==> config.mk <==
export PLATFORM = sky130hd
export DESIGN_NAME = spcmd_top
export DESIGN_NICKNAME = d
export VERILOG_FILES = /design/src/rtl/spcmd_flag_mem.v /design/src/rtl/spcmd_top.v
export VERILOG_INCLUDE_DIRS = /design/src /design/src/rtl
export SDC_FILE = /design/constraint.sdc
export NUM_CORES = 1
export LEC_CHECK = 0
export BUFFER_PORTS_ARGS = -buffer_cell sky130_fd_sc_hd__buf_2
export CORE_MARGIN = 10
export CORE_UTILIZATION = 40
export CTS_BUF_LIST = sky130_fd_sc_hd__clkbuf_8
export CTS_CLUSTER_DIAMETER = 100
export DETAILED_ROUTE_END_ITERATION = 12
export PLACE_DENSITY = 0.65
export SYNTH_ARGS = -nofsm -noshare
export SYNTH_HDL_FRONTEND = slang
export SYNTH_HIERARCHICAL = 1
export SYNTH_SLANG_ARGS = --single-unit
==> constraint.sdc <==
create_clock -name ref_clk -period 1.9 [get_ports ref_clk]
set_input_delay 0.285 -clock ref_clk [delete_from_list [all_inputs] [get_ports ref_clk]]
set_output_delay 0.285 -clock ref_clk [all_outputs]
set_load 0.01 [all_outputs]
==> src/rtl/spcmd_map.vh <==
`ifndef SPCMD_MAP_VH
`define SPCMD_MAP_VH

// Command codes
`define SPCMD_OP_W          4
`define SPCMD_OP_NOP        4'h0
`define SPCMD_OP_OUT_WR     4'h1
`define SPCMD_OP_OUT_RD     4'h2
`define SPCMD_OP_IN_RD      4'h3
`define SPCMD_OP_PRN_STOP   4'h4
`define SPCMD_OP_PRN_START  4'h5
`define SPCMD_OP_TEMP_EN    4'h6
`define SPCMD_OP_COUNT_EN   4'h7
`define SPCMD_OP_TAG_EN     4'h8
`define SPCMD_OP_CLOCK_EN   4'h9

// Answer status codes
`define SPCMD_ST_OK         2'h0
`define SPCMD_ST_BUSY       2'h1
`define SPCMD_ST_CAL        2'h2
`define SPCMD_ST_BADCMD     2'h3

// Widths and reset values
`define SPCMD_OUT_W         3
`define SPCMD_IN_W          4
`define SPCMD_OUT_RST       3'h0
`define SPCMD_FLAG_RST      1'b0

// Print flag file: index of each enable flag
`define SPCMD_FLAG_N        4
`define SPCMD_FLAG_AW       2
`define SPCMD_FLAG_TEMP     2'h0
`define SPCMD_FLAG_COUNT    2'h1
`define SPCMD_FLAG_TAG      2'h2
`define SPCMD_FLAG_CLOCK    2'h3

`endif

==> src/rtl/spcmd_flag_mem.v <==
`include "spcmd_map.vh"
`default_nettype none

// ****************************************
// Print enable flag store
// ****************************************
module spcmd_flag_mem
(
    input  wire                       ref_clk,
    input  wire                       rst_n,
    input  wire                       wr_en,
    input  wire [`SPCMD_FLAG_AW-1:0]  wr_addr,
    input  wire                       wr_data,
    input  wire [`SPCMD_FLAG_AW-1:0]  rd_addr,
    output reg                        rd_data_r,
    output wire [`SPCMD_FLAG_N-1:0]   flags
);

    reg [`SPCMD_FLAG_N-1:0] mem_r;

    genvar g;
    generate
        for (g = 0; g < `SPCMD_FLAG_N; g = g + 1)
        begin : g_flag
            always @(posedge ref_clk)
            begin
                if (!rst_n)
                    mem_r[g] <= `SPCMD_FLAG_RST;
                else if (wr_en && wr_addr == g)
                    mem_r[g] <= wr_data;
            end
        end
    endgenerate

    // Read data registered; a same-cycle write shows the new value
    always @(posedge ref_clk)
    begin
        if (!rst_n)
            rd_data_r <= 1'b0;
        else if (wr_en && wr_addr == rd_addr)
            rd_data_r <= wr_data;
        else
            rd_data_r <= mem_r[rd_addr];
    end

    assign flags = mem_r;

endmodule

`default_nettype wire

==> src/rtl/spcmd_top.v <==
`include "spcmd_map.vh"
`default_nettype none

module spcmd_top
(
    input  wire                      ref_clk,
    input  wire                      rst_n,
    input  wire                      cmd_valid,
    input  wire [`SPCMD_OP_W-1:0]    cmd_op,
    input  wire                      cmd_query,
    input  wire [`SPCMD_OUT_W-1:0]   cmd_value,
    input  wire                      meas_running,
    input  wire                      cal_mode,
    input  wire                      temp_comp_on,
    input  wire [`SPCMD_IN_W-1:0]    spare_in,
    output reg                       rsp_valid_r,
    output reg  [1:0]                rsp_status_r,
    output reg  [`SPCMD_IN_W-1:0]    rsp_data_r,
    output reg  [`SPCMD_OUT_W-1:0]   spare_out_r,
    output reg                       printer_on_r,
    output reg                       prt_temp_r,
    output reg                       prt_count_r,
    output reg                       prt_tag_r,
    output reg                       prt_clock_r
);

    // ****************************************
    // Command classification
    // ****************************************
    function is_item;
        input [`SPCMD_OP_W-1:0] op;
        begin
            is_item = (op == `SPCMD_OP_TEMP_EN) ||
                      (op == `SPCMD_OP_COUNT_EN) ||
                      (op == `SPCMD_OP_TAG_EN) ||
                      (op == `SPCMD_OP_CLOCK_EN);
        end
    endfunction

    function [`SPCMD_FLAG_AW-1:0] item_idx;
        input [`SPCMD_OP_W-1:0] op;
        begin
            case (op)
                `SPCMD_OP_TEMP_EN:  item_idx = `SPCMD_FLAG_TEMP;
                `SPCMD_OP_COUNT_EN: item_idx = `SPCMD_FLAG_COUNT;
                `SPCMD_OP_TAG_EN:   item_idx = `SPCMD_FLAG_TAG;
                default:            item_idx = `SPCMD_FLAG_CLOCK;
            endcase
        end
    endfunction

    // ****************************************
    // Input synchronisers
    // ****************************************
    // Spare inputs are pins: two stages before anything reads them
    reg [`SPCMD_IN_W-1:0] in_s1_r;
    reg [`SPCMD_IN_W-1:0] in_s2_r;

    always @(posedge ref_clk)
    begin
        if (!rst_n)
        begin
            in_s1_r <= {`SPCMD_IN_W{1'b0}};
            in_s2_r <= {`SPCMD_IN_W{1'b0}};
        end
        else
        begin
            in_s1_r <= spare_in;
            in_s2_r <= in_s1_r;
        end
    end

    // ****************************************
    // Decode and admission
    // ****************************************
    wire gen_cmd = (cmd_op == `SPCMD_OP_OUT_WR) ||
                   (cmd_op == `SPCMD_OP_OUT_RD) ||
                   (cmd_op == `SPCMD_OP_IN_RD) || is_item(cmd_op);
    wire prn_cmd = (cmd_op == `SPCMD_OP_PRN_STOP) ||
                   (cmd_op == `SPCMD_OP_PRN_START);
    wire known   = gen_cmd || prn_cmd;

    // Calibration reported ahead of busy when both hold
    reg [1:0] status_nxt;
    always @*
    begin
        if (!known)
            status_nxt = `SPCMD_ST_BADCMD;
        else if (cal_mode)
            status_nxt = `SPCMD_ST_CAL;
        else if (gen_cmd && meas_running)
            status_nxt = `SPCMD_ST_BUSY;
        else
            status_nxt = `SPCMD_ST_OK;
    end

    wire accept = cmd_valid && (status_nxt == `SPCMD_ST_OK);
    wire do_set = accept && !cmd_query;

    // ****************************************
    // Print enable flags
    // ****************************************
    wire                      flag_rd;
    wire [`SPCMD_FLAG_N-1:0]  flags;
    wire                      flag_wr = do_set && is_item(cmd_op);

    // Any nonzero parameter counts as ON
    spcmd_flag_mem u_flags
    (
        .ref_clk   (ref_clk),
        .rst_n     (rst_n),
        .wr_en     (flag_wr),
        .wr_addr   (item_idx(cmd_op)),
        .wr_data   (|cmd_value),
        .rd_addr   (item_idx(cmd_op)),
        .rd_data_r (flag_rd),
        .flags     (flags)
    );

    // ****************************************
    // Latches and printer state
    // ****************************************
    reg                    pend_r;
    reg [`SPCMD_OP_W-1:0]  pend_op_r;
    reg [1:0]              pend_st_r;

    always @(posedge ref_clk)
    begin
        if (!rst_n)
        begin
            spare_out_r  <= `SPCMD_OUT_RST;
            printer_on_r <= 1'b0;
        end
        else if (do_set)
        begin
            case (cmd_op)
                `SPCMD_OP_OUT_WR:    spare_out_r  <= cmd_value;
                `SPCMD_OP_PRN_STOP:  printer_on_r <= 1'b0;
                `SPCMD_OP_PRN_START: printer_on_r <= 1'b1;
                default:             printer_on_r <= printer_on_r;
            endcase
        end
    end

    // Flag outputs follow the store one cycle late
    always @(posedge ref_clk)
    begin
        if (!rst_n)
        begin
            prt_temp_r  <= 1'b0;
            prt_count_r <= 1'b0;
            prt_tag_r   <= 1'b0;
            prt_clock_r <= 1'b0;
        end
        else
        begin
            // Temperature only printed with compensation active
            prt_temp_r  <= flags[`SPCMD_FLAG_TEMP] & temp_comp_on;
            prt_count_r <= flags[`SPCMD_FLAG_COUNT];
            prt_tag_r   <= flags[`SPCMD_FLAG_TAG];
            prt_clock_r <= flags[`SPCMD_FLAG_CLOCK];
        end
    end

    // ****************************************
    // Answer path
    // ****************************************
    // Stage one: note the command; the flag store read lands meanwhile
    always @(posedge ref_clk)
    begin
        if (!rst_n)
        begin
            pend_r    <= 1'b0;
            pend_op_r <= `SPCMD_OP_NOP;
            pend_st_r <= `SPCMD_ST_OK;
        end
        else
        begin
            pend_r    <= cmd_valid;
            pend_op_r <= cmd_op;
            pend_st_r <= status_nxt;
        end
    end

    reg [`SPCMD_IN_W-1:0] data_nxt;
    always @*
    begin
        data_nxt = {`SPCMD_IN_W{1'b0}};
        if (pend_st_r == `SPCMD_ST_OK)
        begin
            case (pend_op_r)
                `SPCMD_OP_OUT_WR,
                `SPCMD_OP_OUT_RD:
                    data_nxt = {1'b0, spare_out_r};
                `SPCMD_OP_IN_RD:
                    data_nxt = in_s2_r;
                `SPCMD_OP_PRN_STOP,
                `SPCMD_OP_PRN_START:
                    data_nxt = {3'h0, printer_on_r};
                `SPCMD_OP_TEMP_EN,
                `SPCMD_OP_COUNT_EN,
                `SPCMD_OP_TAG_EN,
                `SPCMD_OP_CLOCK_EN:
                    data_nxt = {3'h0, flag_rd};
                default:
                    data_nxt = {`SPCMD_IN_W{1'b0}};
            endcase
        end
    end

    // Every command is answered, refusals with a status code
    always @(posedge ref_clk)
    begin
        if (!rst_n)
        begin
            rsp_valid_r  <= 1'b0;
            rsp_status_r <= `SPCMD_ST_OK;
            rsp_data_r   <= {`SPCMD_IN_W{1'b0}};
        end
        else
        begin
            rsp_valid_r  <= pend_r;
            rsp_status_r <= pend_st_r;
            rsp_data_r   <= data_nxt;
        end
    end

endmodule

`default_nettype wire

==> flow_metrics.tcl <==
set metrics [dict create \
    syn_area_per_cell_um2 10.2 \
    fin_ws_ps 268 \
    synth_edf_count 0 \
    ctsHoldBuffers 0 \
    critPathMaxStageDelay_ps 360 \
    synth_warnings 6 \
    yosys.area.top_type "dfxtp_1" \
    tightest_slew_ps 428 \
    crit_slowest_cell "or2_2" \
    ioPinCount 33 \
    finalHoldViolCount 0 \
    cp.required_ps 2080 \
    core_um2 3130 \
    drc 0 \
    finalWeightedCongestion 0.856 \
    drt_first_pass_iters 4 \
    fillers 296 \
    grt_usage 0.0883 \
    tritoncts "done" \
    synthTopCellsByArea "dfxtp_1 (52%), and2_1 (9.3%), mux2i_1 (6.0%)" \
    multi_input_area_um2 604 \
    synth.distinct_cells 32 \
    end_kind "register" \
    vdd_ir_drop_max_v 0.000674 \
    grt_max_degree 34 \
    ys_seq_area_frac 0.523 \
    row_count 20 \
    crit_fanout 7 \
    period_minus_slack_ps 1630 \
    setup.worst_path.start_class "primary input" \
    start_util 0.428 \
    clk_pin_slew_ps 70 \
    crit_family "simple AND/OR/NAND/NOR gates" \
    yosys-top-cells-count "dfxtp_1 (35), and2_1 (20), nor2b_1 (11)" \
    skew_ps 4.45 \
    slew_violations 0 \
    power_leakage_nw 0.743 \
    dieArea_um2 6060 \
    postRouteAntennaNets 0 \
    finalWirelength_um 2580 \
    async_flop_share 0 \
    ys.flop_type "dfxtp_1" \
    dieHeight_um 77.9 \
    drive_above_1_share 0.263 \
    p_per_area_nw_per_um2 979 \
    placed_area_um2 1540 \
    hold_path.class "primary input to register" \
    dpl.hpwl_um 1930 \
    path_class "primary input to register" \
    overflow 0 \
    setup_viol 0 \
    path_cells "buf_2 -> nor2b_1 -> a22oi_1 -> or2_2 -> xor2_1 -> o31a_1 -> o21a_1" \
    holdWs_ps 201 \
    grt_first_pass_wirelength_um 4310 \
    cts_root_buf "clkbuf_8" \
    worstPathBufferInverterCount 1 \
    post-synth-top-area-fraction 0.523 \
    regArea_um2 701 \
    vias 991 \
    design_area_um2 1670 \
    pre_cts_slack_ps -29.0 \
    io_buffers 32 \
    slew_headroom 0.707 \
    grt_pass1_vias 951 \
    wl_per_cell_um 12.2 \
    syn_to_final_growth_pct 24.6 \
    die_w_um 77.9 \
    antenna_found_initial 0 \
    synth_seq_cells 35 \
    viasPerCell 4.70 \
    ctsResizeCount 0 \
    fin_crit_sh 0.859 \
    fmax_ghz 0.613 \
    htreeDepth 2 \
    drtIter0Drc 60 \
    synthMostInstantiatedCell "dfxtp_1" \
    diodes 0 \
    cp_data_arrival_time_ps 1810 \
    rsz0062_at_grt "false" \
    syn_area_um2 1340 \
    post_cts_buffers 0 \
    cts_made_buffers 5 \
    clockBufferDepth 2 \
    synth_nets 149 \
    status "finished, final reports clean" \
    syn_inst 131 \
    final_net_count 184 \
    clock_sinks 35 \
    maxCapViolCount 0 \
    clk_latency_ps 280 \
    final_core_util 0.533 \
]
## cell type report
type	count	area share
well taps	44	0.0330
inverters	2	0.00450
flip-flops and latches	35	0.420
clock inverters	3	0.0383
multi-input cells	89	0.362
clock buffers	5	0.0413
repair buffers	33	0.101
## state kept, by name (all words and copies together) (netlist names)
signal	cells
pend_st_r	2
prt_clock_r	1
prt_temp_r	1
u_flags/rd_data_r	1
in_s1_r	4
pend_r	1
prt_tag_r	1
pend_op_r	4
u_flags/flags	4
prt_count_r	1
rsp_status_r	2
rsp_valid_r	1
printer_on_r	1
spare_out_r	3
rsp_data_r	4
in_s2_r	4
## per-stage QoR
stage | total power [W] | std cells | TNS (ps)
2_1_floorplan | 0.000839 | 131 | 0
3_3_place_gp | 0.000876 | 203 | 0
3_5_place_dp | 0.000879 | 203 | -29.0
4_1_cts | 0.00165 | 211 | 0
5_1_grt | 0.00170 | 211 | 0
6_report | 0.00163 | 211 | 0
## where the power goes
part / switching, W / internal (W)
Sequential: 0.0000113 / 0.000755
Clock: 0.000253 / 0.000519
Combinational: 0.0000479 / 0.0000464
## per-layer routing
layer / vias to the layer above / share of wire / track usage / routed length (um)
li1: 516 / - / - / -
met1: 443 / 0.49 / 0.110 / 1270
met2: 28 / 0.42 / 0.122 / 1070
met3: 4 / 0.078 / 0.0484 / 200
met4: 0 / 0.014 / 0.0383 / 37
met5: - / 0 / 0 / 0
## cell usage in the layout, fill, tap and decap left out, types with 3 or more instances in the layout
cell and n:
a21oi_1 3, and2_1 20, buf_2 32, clkbuf_8 5, dfxtp_1 35, inv_1 3, mux2i_1 8, nand2_1 6
nand3_1 6, nor2_1 5, nor2b_1 11, xor2_1 3
## final timing paths
| path | endpoint | slack, ps | from | cells past startpoint |
|---|---|---|---|---|
| worst max-delay path | u_flags/rd_data_r | 270 | cmd_op[2] | 7 |
| worst min-delay path | in_s1_r[2] | 200 | spare_in[2] | 2 |
| worst max register to register | rsp_data_r[0] | 480 | pend_op_r[1] | 4 |
| worst min register to register | in_s2_r[1] | 430 | in_s1_r[1] | 1 |
## kinds of logic (layout without fill, tap and decap cells)
logic type / Yosys count / after routing / synth area share
AO/OA/AOI/OAI: 12 / 12 / 0.0626
multiplexers: 9 / 9 / 0.0766
flip-flops: 35 / 35 / 0.523
buffers and inverters: 7 / 43 / 0.0252
AND/OR/NAND/NOR: 65 / 65 / 0.293
XOR/XNOR: 3 / 3 / 0.0196
No activity file was read; power rests on OpenSTA's default activity.
